$ cat src/hdl/rsc_pkg.sv
// Purpose: shared constants and types for the reset source controller
// Assumes: 32-bit APB, one clock
// Notes: register offsets are byte addresses
package rsc_pkg;
  localparam logic [7:0] RSC_CTRL_ADDR = 8'h00;
  localparam logic [7:0] RSC_ENABLE_ADDR = 8'h04;
  localparam logic [7:0] RSC_MASK_ADDR = 8'h08;
  localparam logic [7:0] RSC_IRQ_ADDR = 8'h0c;
  localparam int RSC_WDT_BIT = 4;
  localparam int RSC_CM_BIT = 9;
  localparam int RSC_ILL_BIT = 14;
  localparam int RSC_TRAP_BIT = 15;
  localparam logic [15:0] RSC_FLAG_MASK = 16'hc210;
  localparam logic [15:0] RSC_CTRL_RST = 16'h0000;
  localparam logic [3:0] RSC_ENABLE_RST = 4'hf;
  localparam logic [3:0] RSC_MASK_RST = 4'h0;
  localparam logic [3:0] RSC_HARD_LO = 4'hd;
  localparam logic [3:0] RSC_HARD_HI = 4'hf;
  localparam logic [7:0] RSC_ILLEGAL_OP = 8'h3f;
  localparam int RSC_PPS_REGS = 4;
  localparam int RSC_PPS_W = 16;
  typedef struct packed {
    logic trap;
    logic ill;
    logic cm;
    logic wdt;
  } rsc_src_t;
endpackage

$ cat src/hdl/rsc_trap_check.sv
// Purpose: detects a lower priority hard trap arriving while a higher priority trap is processed
// Assumes: trap level is valid with trapReq
// Notes: priority 13..15 counts as hard
`timescale 1ns/1ns
module rsc_trap_check
  import rsc_pkg::*;
(
  input wire logic sys_clk,
  input wire logic rst_b,
  input wire logic trapReq,
  input wire logic [3:0] trapLevel,
  input wire logic trapDone,
  output logic conflict
);
  logic activeFf;
  logic [3:0] curLevelFf;
  logic nxtActive;
  logic [3:0] nxtCurLevel;
  logic isHard;
  always_comb begin
    isHard = (trapLevel >= RSC_HARD_LO) && (trapLevel <= RSC_HARD_HI);
    conflict = trapReq && isHard && activeFf && (trapLevel < curLevelFf);
    nxtActive = activeFf;
    nxtCurLevel = curLevelFf;
    if (trapDone) begin
      nxtActive = 1'b0;
    end
    if (trapReq && !activeFf) begin
      nxtActive = 1'b1;
      nxtCurLevel = trapLevel;
    end
  end
  always_ff @(posedge sys_clk or negedge rst_b) begin
    if (!rst_b) begin
      activeFf <= 1'b0;
      curLevelFf <= 4'h0;
    end else begin
      activeFf <= nxtActive;
      curLevelFf <= nxtCurLevel;
    end
  end
endmodule

$ cat src/hdl/rsc_shadow_cmp.sv
// Purpose: keeps shadow copies of pin-select registers and flags mismatch
// Assumes: legal writes arrive on ppsWe with ppsIdx and ppsData
// Notes: a difference not caused by a legal write is a mismatch
`timescale 1ns/1ns
module rsc_shadow_cmp
  import rsc_pkg::*;
#(
  parameter int NREG = RSC_PPS_REGS,
  parameter int W = RSC_PPS_W
)(
  input wire logic sys_clk,
  input wire logic rst_b,
  input wire logic ppsWe,
  input wire logic [$clog2(NREG)-1:0] ppsIdx,
  input wire logic [W-1:0] ppsData,
  input wire logic [NREG*W-1:0] ppsLive,
  output logic mismatch
);
  logic [W-1:0] shadowFf [NREG];
  logic [W-1:0] nxtShadow [NREG];
  always_comb begin
    mismatch = 1'b0;
    for (int i = 0; i < NREG; i++) begin
      nxtShadow[i] = shadowFf[i];
      if (ppsWe && (ppsIdx == i[$clog2(NREG)-1:0])) begin
        nxtShadow[i] = ppsData;
      end else if (ppsLive[i*W +: W] != shadowFf[i]) begin
        mismatch = 1'b1;
      end
    end
  end
  always_ff @(posedge sys_clk or negedge rst_b) begin
    if (!rst_b) begin
      for (int i = 0; i < NREG; i++) begin
        shadowFf[i] <= '0;
      end
    end else begin
      for (int i = 0; i < NREG; i++) begin
        shadowFf[i] <= nxtShadow[i];
      end
    end
  end
endmodule

$ cat src/hdl/rsc_reset_source_controller.sv
// Purpose: turns internal fault conditions into a system reset and records the cause
// Assumes: APB slave, sys_clk 250 MHz, flag register survives system_reset
// Notes: watchdog reset path is combinational from the timeout strobe
// Functional notes
// watchdog expiry while running asserts system reset asynchronously, no clock edge needed.
// watchdog reset leaves the clock source selection untouched.
// watchdog expiry in sleep or idle wakes the processor, no reset.
// watchdog timeout reset sets watchdog_timeout_flag, control register bit 4.
// lower priority hard trap during higher priority trap causes trap conflict reset.
// priority levels 13 to 15 are hard traps.
// trap conflict reset sets trap_conflict_flag, bit 15.
// pin-select registers compared to shadow copies; difference causes mismatch reset.
// configuration mismatch reset sets config_mismatch_flag, bit 9.
// illegal opcode, uninitialised working register or security violation cause reset.
// any illegal condition reset sets illegal_condition_flag, bit 14.
// executing a fetched illegal opcode generates a system reset.
// software should fill upper byte of constant data words with 0x3f.
// any enabled source asserts reset; flags stay set until software clears.
// a reset sets only its own source flag.
//
// Our own choices: register access over APB and the register offsets.
`timescale 1ns/1ns
module rsc_reset_source_controller
  import rsc_pkg::*;
(
  input wire logic sys_clk,
  input wire logic rst_b,
  input wire logic psel,
  input wire logic penable,
  input wire logic pwrite,
  input wire logic [7:0] paddr,
  input wire logic [31:0] pwdata,
  output logic [31:0] prdata,
  output logic pready,
  output logic pslverr,
  input wire logic wdtExpire,
  input wire logic cpuSleep,
  input wire logic cpuIdle,
  input wire logic trapReq,
  input wire logic [3:0] trapLevel,
  input wire logic trapDone,
  input wire logic ppsWe,
  input wire logic [1:0] ppsIdx,
  input wire logic [15:0] ppsData,
  input wire logic [63:0] ppsLive,
  input wire logic fetchValid,
  input wire logic [23:0] fetchWord,
  input wire logic uninitWAccess,
  input wire logic securityViol,
  output logic system_reset,
  output logic clkSelHold,
  output logic cpuWake,
  output logic irq
);
  // combinational watchdog reset: the clock may be the fault, so no edge is awaited
  logic wdtRst;
  logic syncRstFf;
  logic nxtSyncRst;
  logic [15:0] ctrlFf;
  logic [15:0] nxtCtrl;
  logic [3:0] enableFf;
  logic [3:0] nxtEnable;
  logic [3:0] maskFf;
  logic [3:0] nxtMask;
  logic [3:0] irqStatFf;
  logic [3:0] nxtIrqStat;
  logic [31:0] prdataFf;
  logic [31:0] nxtPrdata;
  logic pslverrFf;
  logic nxtPslverr;
  logic wakeFf;
  logic nxtWake;
  logic irqFf;
  logic nxtIrq;
  logic wdtSeenFf;
  logic nxtWdtSeen;
  logic trapConflict;
  logic cfgMismatch;
  logic illegalOp;
  logic illegalCond;
  logic lowPower;
  logic wdtRun;
  rsc_src_t fire;
  logic apbWr;
  logic apbRd;
  logic apbSetup;
  logic [15:0] ctrlClr;

  rsc_trap_check u_trap (
    .sys_clk(sys_clk),
    .rst_b(rst_b),
    .trapReq(trapReq),
    .trapLevel(trapLevel),
    .trapDone(trapDone),
    .conflict(trapConflict)
  );

  rsc_shadow_cmp #(.NREG(RSC_PPS_REGS), .W(RSC_PPS_W)) u_shadow (
    .sys_clk(sys_clk),
    .rst_b(rst_b),
    .ppsWe(ppsWe),
    .ppsIdx(ppsIdx),
    .ppsData(ppsData),
    .ppsLive(ppsLive),
    .mismatch(cfgMismatch)
  );

  function automatic logic sel_hit(input logic [7:0] a, input logic [7:0] r);
    sel_hit = (a == r);
  endfunction

  always_comb begin
    lowPower = cpuSleep || cpuIdle;
    wdtRun = wdtExpire && !lowPower;
    illegalOp = fetchValid && (fetchWord[23:16] == RSC_ILLEGAL_OP);
    illegalCond = illegalOp || uninitWAccess || securityViol;
    fire.wdt = wdtRun && enableFf[0];
    fire.cm = cfgMismatch && enableFf[1];
    fire.ill = illegalCond && enableFf[2];
    fire.trap = trapConflict && enableFf[3];
    wdtRst = fire.wdt;
    apbWr = psel && penable && pwrite;
    apbRd = psel && penable && !pwrite;
    apbSetup = psel && !penable;
  end

  // asynchronous watchdog term ORed with registered synchronous sources
  assign system_reset = wdtRst | syncRstFf;
  // clock selection keeps its source across a watchdog reset
  assign clkSelHold = wdtRst | wdtSeenFf;

  always_comb begin
    nxtSyncRst = fire.cm || fire.ill || fire.trap;
    nxtWdtSeen = fire.wdt;
    nxtWake = wdtExpire && lowPower;
    ctrlClr = 16'h0000;
    nxtEnable = enableFf;
    nxtMask = maskFf;
    nxtPslverr = 1'b0;
    nxtPrdata = prdataFf;
    nxtIrqStat = irqStatFf;
    if (apbWr) begin
      if (sel_hit(paddr, RSC_CTRL_ADDR)) begin
        ctrlClr = pwdata[15:0] & RSC_FLAG_MASK;
      end else if (sel_hit(paddr, RSC_ENABLE_ADDR)) begin
        nxtEnable = pwdata[3:0];
      end else if (sel_hit(paddr, RSC_MASK_ADDR)) begin
        nxtMask = pwdata[3:0];
      end else if (sel_hit(paddr, RSC_IRQ_ADDR)) begin
        nxtMask = maskFf;
      end
    end
    // decoded in the setup cycle, so data and error already stand when pready is sampled
    if (apbSetup) begin
      if (sel_hit(paddr, RSC_CTRL_ADDR)) begin
        nxtPrdata = {16'h0000, ctrlFf};
      end else if (sel_hit(paddr, RSC_ENABLE_ADDR)) begin
        nxtPrdata = {28'h0000000, enableFf};
      end else if (sel_hit(paddr, RSC_MASK_ADDR)) begin
        nxtPrdata = {28'h0000000, maskFf};
      end else if (sel_hit(paddr, RSC_IRQ_ADDR)) begin
        nxtPrdata = {28'h0000000, irqStatFf | fire};
      end else begin
        nxtPrdata = 32'h00000000;
        nxtPslverr = 1'b1;
      end
    end
    // read-clear lands at the access edge; a source firing in that cycle is kept
    if (apbRd && sel_hit(paddr, RSC_IRQ_ADDR)) begin
      nxtIrqStat = 4'h0;
    end
    // set wins over clear, a cause arriving during a clear is kept
    nxtCtrl = ctrlFf & ~ctrlClr;
    nxtCtrl[RSC_WDT_BIT] = ctrlFf[RSC_WDT_BIT] & ~ctrlClr[RSC_WDT_BIT] | fire.wdt;
    nxtCtrl[RSC_CM_BIT] = ctrlFf[RSC_CM_BIT] & ~ctrlClr[RSC_CM_BIT] | fire.cm;
    nxtCtrl[RSC_ILL_BIT] = ctrlFf[RSC_ILL_BIT] & ~ctrlClr[RSC_ILL_BIT] | fire.ill;
    nxtCtrl[RSC_TRAP_BIT] = ctrlFf[RSC_TRAP_BIT] & ~ctrlClr[RSC_TRAP_BIT] | fire.trap;
    nxtIrqStat = nxtIrqStat | fire;
    // a set mask bit silences its source
    nxtIrq = |(nxtIrqStat & ~maskFf);
  end

  // flags and config are reset only by rst_b (power-on), not by system_reset,
  // so software can read the cause afterwards
  always_ff @(posedge sys_clk or negedge rst_b) begin
    if (!rst_b) begin
      syncRstFf <= 1'b0;
      wdtSeenFf <= 1'b0;
      wakeFf <= 1'b0;
      ctrlFf <= RSC_CTRL_RST;
      enableFf <= RSC_ENABLE_RST;
      maskFf <= RSC_MASK_RST;
      irqStatFf <= 4'h0;
      prdataFf <= 32'h00000000;
      pslverrFf <= 1'b0;
      irqFf <= 1'b0;
    end else begin
      syncRstFf <= nxtSyncRst;
      wdtSeenFf <= nxtWdtSeen;
      wakeFf <= nxtWake;
      ctrlFf <= nxtCtrl;
      enableFf <= nxtEnable;
      maskFf <= nxtMask;
      irqStatFf <= nxtIrqStat;
      prdataFf <= nxtPrdata;
      pslverrFf <= nxtPslverr;
      irqFf <= nxtIrq;
    end
  end

  assign prdata = prdataFf;
  assign pslverr = pslverrFf;
  assign pready = 1'b1;
  assign cpuWake = wakeFf;
  assign irq = irqFf;
endmodule

$ cat config.mk
export PLATFORM = sky130hd
export DESIGN_NAME = rsc_reset_source_controller
export DESIGN_NICKNAME = d
export VERILOG_FILES = /design/src/hdl/rsc_pkg.sv /design/src/hdl/rsc_trap_check.sv /design/src/hdl/rsc_shadow_cmp.sv /design/src/hdl/rsc_reset_source_controller.sv
export SDC_FILE = /design/constraint.sdc
export NUM_CORES = 1
export LEC_CHECK = 0
export ABC_AREA = 1
export BUFFER_PORTS_ARGS = -buffer_cell sky130_fd_sc_hd__buf_2
export CELL_PAD_IN_SITES_DETAIL_PLACEMENT = 0
export CELL_PAD_IN_SITES_GLOBAL_PLACEMENT = 1
export CORE_ASPECT_RATIO = 1.5
export CORE_UTILIZATION = 30
export CTS_BUF_LIST = sky130_fd_sc_hd__clkbuf_4 sky130_fd_sc_hd__clkbuf_8
export DETAILED_ROUTE_END_ITERATION = 10
export PLACE_DENSITY = 0.83
export SYNTH_ARGS = -nofsm -noshare
export SYNTH_HDL_FRONTEND = slang
export SYNTH_SLANG_ARGS = --single-unit
export TNS_END_PERCENT = 30
$ cat constraint.sdc
create_clock -name sys_clk -period 1.8 [get_ports sys_clk]
set_input_delay 0.18 -clock sys_clk [delete_from_list [all_inputs] [get_ports sys_clk]]
set_output_delay 0.18 -clock sys_clk [all_outputs]
set_load 0.1 [all_outputs]
Yosys cells after proc, flatten, opt, wreduce, memory -nomap -nowiden
Index checks and enable logic that the tools add are counted.

Equal/unequal tests: 11. Bitwise operators: 22. Multiplexer cells: 22. Reductions and logical operators: 36. Order comparisons: 3.

Operator list (number): $ne A16 B16 Y1 (4); $mux W16 (3); $logic_and A1 B1 Y1 (21); $eq A8 B4 Y1 const B (2); $mux W4 (4); $mux W1 (15); $and A14 B14 Y14 (1); $not A14 Y14 (1); $eq A8 B3 Y1 const B (1); $eq A8 B6 Y1 const B (1); $logic_not A8 Y1 (1); $or A4 B4 Y4 (2); $not A1 Y1 (6); $or A1 B1 Y1 (6); $logic_or A1 B1 Y1 (5); $and A1 B1 Y1 (4); $and A4 B4 Y4 (1); $eq A2 B2 Y1 const B (2); $ge A4 B4 Y1 const B (1); $le A4 B4 Y1 const B (1); $logic_not A1 Y1 (4); $lt A4 B4 Y1 (1); $not A4 Y4 (1); $reduce_and A4 Y1 (1); other kinds (5) (5).

Output and inout port bits: 38. Register bits after elaboration: 134.

Depth between registers and ports, before layout
Word-level depth: 15. Gate-level depth with buffers: 15. Gate-level depth less buffers: 15.

Cells and area by module
From an unflattened synthesis, not the netlist that was laid out.

Cell total of the unflattened synthesis: 809. Area total of the unflattened synthesis: 5526.6 um^2.

Modules (own cells, without submodules): rsc_shadow_cmp (cells an instance 568, area an instance 3644.7 um^2, seq. area each 1601.5 um^2, instances 1); rsc_reset_source_controller (cells an instance 205, area an instance 1601.5 um^2, seq. area each 730.7 um^2, instances 1); rsc_trap_check (cells an instance 36, area an instance 280.3 um^2, seq. area each 125.1 um^2, instances 1).

Least setup slack after synthesis
No wires, ideal clock.

Path type: register -> register. Start: register u_trap.curLevelFf[1]. End: register prdataFf[3], in the netlist prdata[3]. Required time: 1.732 ns. Path slack: 0.262 ns. Clock period less this slack: 1.538 ns. Data arrival time: 1.471 ns. Path buffers: 0. Stages on the path, launching flop included: 12. Cells stage by stage: dfrtp_1 inv_1 ha_1 a21boi_0 o21a_1 o21ai_0 nand2_1 a21oi_1 a21oi_1 o21ai_0 nand2_1 nand2_1.

Longest elaborated chain between the ends: 8.

RTL lines: start, declared (line rsc_trap_check.sv:16) `logic [3:0] curLevelFf;`; start signal, assigned (line rsc_trap_check.sv:39) `curLevelFf <= nxtCurLevel;`; $lt A4 B4 Y1 (line rsc_trap_check.sv:22) `conflict = trapReq && isHard && activeFf && (trapLevel < curLevelFf);`; $logic_and A1 B1 Y1 (line rsc_trap_check.sv:22); $logic_and A1 B1 Y1 (line rsc_reset_source_controller.sv:120) `fire.trap = trapConflict && enableFf[3];`; $or A4 B4 Y4 (line rsc_reset_source_controller.sv:162) `nxtPrdata = {28'h0000000, irqStatFf | fire};`; $mux W4 (line rsc_reset_source_controller.sv:161) `end else if (sel_hit(paddr, RSC_IRQ_ADDR)) begin`; $mux W4 (line rsc_reset_source_controller.sv:159) `end else if (sel_hit(paddr, RSC_MASK_ADDR)) begin`; $mux W4 (line rsc_reset_source_controller.sv:157) `end else if (sel_hit(paddr, RSC_ENABLE_ADDR)) begin`; $mux W16 (line rsc_reset_source_controller.sv:155) `if (sel_hit(paddr, RSC_CTRL_ADDR)) begin`; end signal, assigned (line rsc_reset_source_controller.sv:205) `prdataFf <= nxtPrdata;`; end, declared (line rsc_reset_source_controller.sv:67) `logic [31:0] prdataFf;`.

No other way between the ends. A chain may end at the register's enable or synchronous reset.

Final worst setup path
Start: register enableFf[0]. End: output port system_reset.

Longest elaborated chain between the ends: 2.

RTL lines: start, declared (line rsc_reset_source_controller.sv:61) `logic [3:0] enableFf;`; start signal, assigned (line rsc_reset_source_controller.sv:202) `enableFf <= nxtEnable;`; $logic_and A1 B1 Y1 (line rsc_reset_source_controller.sv:117) `fire.wdt = wdtRun && enableFf[0];`; named net nxtWdtSeen (line rsc_reset_source_controller.sv:76) `logic nxtWdtSeen;`; $or A1 B1 Y1 (line rsc_reset_source_controller.sv:128) `assign system_reset = wdtRst | syncRstFf;`; end, declared (line rsc_reset_source_controller.sv:50) `output logic system_reset,`.

The timed path passes the listed nets, and every way through them passes these cells.

==> run metrics <==
Worst IR Drop VDD=310 uV; Remaining Overflow, GRT=0; gpl congestion=0.832; Longest Clk Path Bufs=2; hpwl dp=10900 um; FF+latch count, synth=98; main flop type after synthesis=dfrtp_1; Post-synth EDFFs=0; clock latency on the worst-skew pair=roughly 0.36 ns; max frequency=a little under 600 MHz; critical path's slowest cell=dfstp_2; DP Cell Count=1091; Post-Layout Cell Count=1114; count leader, synth=nand2_1; Crit path max-delay family=flip-flops; Worst setup SP type=flip-flop; CTS sink count=98; Overall Power=5410 uW; CP Data Arrival Time=about 1.5 ns; Async SR Flop Fraction=100%; initial antenna violation count=3; CTS clk-pin slew, worst paths=0.10 ns; crit path capture=system_reset; final setup skew=0.00876 ns; Die Y=around 170 um; worst min-delay path category=primary input to flip-flop; max cap viols=0; pwr/cell area=approximately 830 nW/um2; Reg-to-Reg End=prdata[1]$_DFFE_PN0P_; post-placement cell area=approximately 6300 um2; met2 GRT Util=between 20 and 30%; vias=4739; Tcrit/Tclk final=95.0%; status=complete, no violations; Synth cell types=31; Seq/Total Area, Yosys=46.2%; Die W=approximately 110 um; final setup violation count=0; cells along the critical path=nand3_2 -> inv_2 -> or2_2 -> buf_12; Yosys top cell by area=dfrtp_1; Vias/cell=between 4 and 5; Iter 0 DRT Violations=186; Final min period=1.71 ns; Post-synth top cells=251 x nand2_1, 123 x inv_1, 94 x dfrtp_1; syn avg cell area=7.15 um2; Levels on crit path=4; num rows=59; first-pass GRT wire length=around 22000 um; Avg WL per Cell=approximately 12 um; Register-to-Register Path Depth=13; RSZ-0062 raised after global routing=yes; area of the mapped netlist=5320 um2; # port buffers=136; share of cells above drive strength 1=a little over a fifth; total CTS buffers=9; H-tree levels=3; TritonCTS clock tree=yes; YS warnings=0; Yosys top cell area share=44.2%; CP max FO=4; post-route cell area=between 6000 and 7000 um2; global routing usage on met3=roughly 3.5%; Routed Antenna Nets=0; Critical Path Source=enableFf[0]$_DFFE_PN1P_; WP buf/inv=2; Slew @ Worst Pin=0.514 ns; largest net degree at the start of global routing=38; M1 GR Usage=roughly 16%; CP endpoint kind=primary output; vias in the first global route=4579; Die Area=18300 um2; Leak=0.00383 uW; drt drc=0; Initial Util=30.7%; Routed WL=between 10000 and 15000 um; reg2reg start=u_shadow.shadowFf[29]$_DFFE_PN0P_; GR peak layer=met2; Slew Limit Fails=0; root buffer cell=clkbuf_8; Final Hold Vio Count=0; worst slew margin relative to its limit=roughly two thirds; gr usage total=15.6%; Synth Instances=around 740; fillers=1875; crit-path max cell delay=0.57 ns; Placeable Area=between 15000 and 20000 um2; Finished Core Util=37.8%; 1st-pass router iterations=4; I/O pin cnt=202; Area Overhead vs Synth=23.3%; synth top area cells=dfrtp_1 44%, nand2_1 18%, inv_1 8.7%; critical path class=flip-flop to primary output; Worst EP required=1.62 ns; nets@finish=1062; R2R setup slack=roughly 0.13 ns
state kept, by name, indices dropped and copies added, names as in the netlist, 4 cells and up:
register	count
ctrlFf	4
u_trap.curLevelFf	4
maskFf	4
irqStatFf	4
u_shadow.shadowFf	64
prdata	8
enableFf	4
stage by stage:
step / hold WS, ns / setup TNS (ns) / worst slack [ns]
5_1_grt: 0.0318 / -0.0705 / -0.0463
4_1_cts: 0.0128 / 0 / 0.0178
2_1_floorplan: -0.116 / 0 / 0.262
3_3_place_gp: 0.143 / 0 / 0.0928
6_report: 0.0399 / 0 / 0.0903
3_5_place_dp: 0.149 / 0 / 0.0253
final cells by class:
type | count | area (um2) | share of cell area [%]
inverter | 124 | 465 | 7.10
tap | 213 | 267 | 4.06
clock buffer | 12 | 153 | 2.33
antenna | 1 | 2.50 | 0.0382
timing repair buffer | 154 | 878 | 13.4
sequential | 98 | 2460 | 37.5
multi-input combinational | 508 | 2280 | 34.8
clock inverter | 4 | 51.3 | 0.782
repair_timing:
item	4_1_cts	5_1_grt
setup buffers	0	4
pin swaps	0	8
setup endpoints to repair	2	5
hold buffers	2	0
endpoints found under the hold margin	24	0
gates resized for setup	1	11
per-layer routing:
layer  wire [um]  vias up  part of all wire, %
met5          19        -                 0.14
met4         379        4                  2.8
met3         830       22                  6.0
met2        7250      147                   53
met1        5250     2071                   38
li1            -     2495                    -
power breakdown:
group,switching (uW),internal [uW],total (uW)
clock network,794,714,1510
logic,797,442,1240
registers,190,2470,2660
worst min-delay path by stage:
stage | start | end | cells after the start
final | pwdata[3] | enableFf[3]$_DFFE_PN1P_ | 3
after global routing | pwdata[3] | enableFf[3]$_DFFE_PN1P_ | 3
after CTS | wdtExpire | cpuWake$_DFF_PN0_ | 3
after detailed placement | rst_b | ctrlFf[14]$_DFF_PN0_ | 1
after global placement | rst_b | ctrlFf[14]$_DFF_PN0_ | 1
after floorplan | rst_b | cpuWake$_DFF_PN0_ | 0
cell families (layout without fill, tap and decap cells):
kind of cell,after synthesis,after routing,share of synthesized area (%)
AOI/OAI and AO/OA,98,98,9.57
xor gates and xnor gates,17,17,2.80
adders and majority gates,3,3,0.705
buffers and inverters,161,294,13.1
DFF,98,98,46.2
other,2,26,0.141
and+or+nand+nor,365,365,27.5
cells in the final DEF, fill, tap and decap left out, types with 5 or more instances in the layout:
master,n
nor2_1,81
nand2_1,248
a21oi_1,10
xor2_1,17
inv_1,122
nand3_1,16
o21ai_0,78
nor2_2,5
dfrtp_1,94
buf_4,15
conb_1,25
clkbuf_8,10
buf_2,133
worst register-to-register path: stages, from the launching register on:
cell and delay, ns:
dfrtp_1 0.41, xor2_1 0.16, nor2_1 0.11, nand2_1 0.07, nor2_2 0.12, nand2_1 0.07, nand2_1 0.07, nand2_2 0.08
o21ai_4 0.18, nand2_1 0.07, nand2_1 0.05, nand2_1 0.06, nand2_1 0.06, nand2_1 0.05
Note: power is estimated with default switching activity, not from simulation.
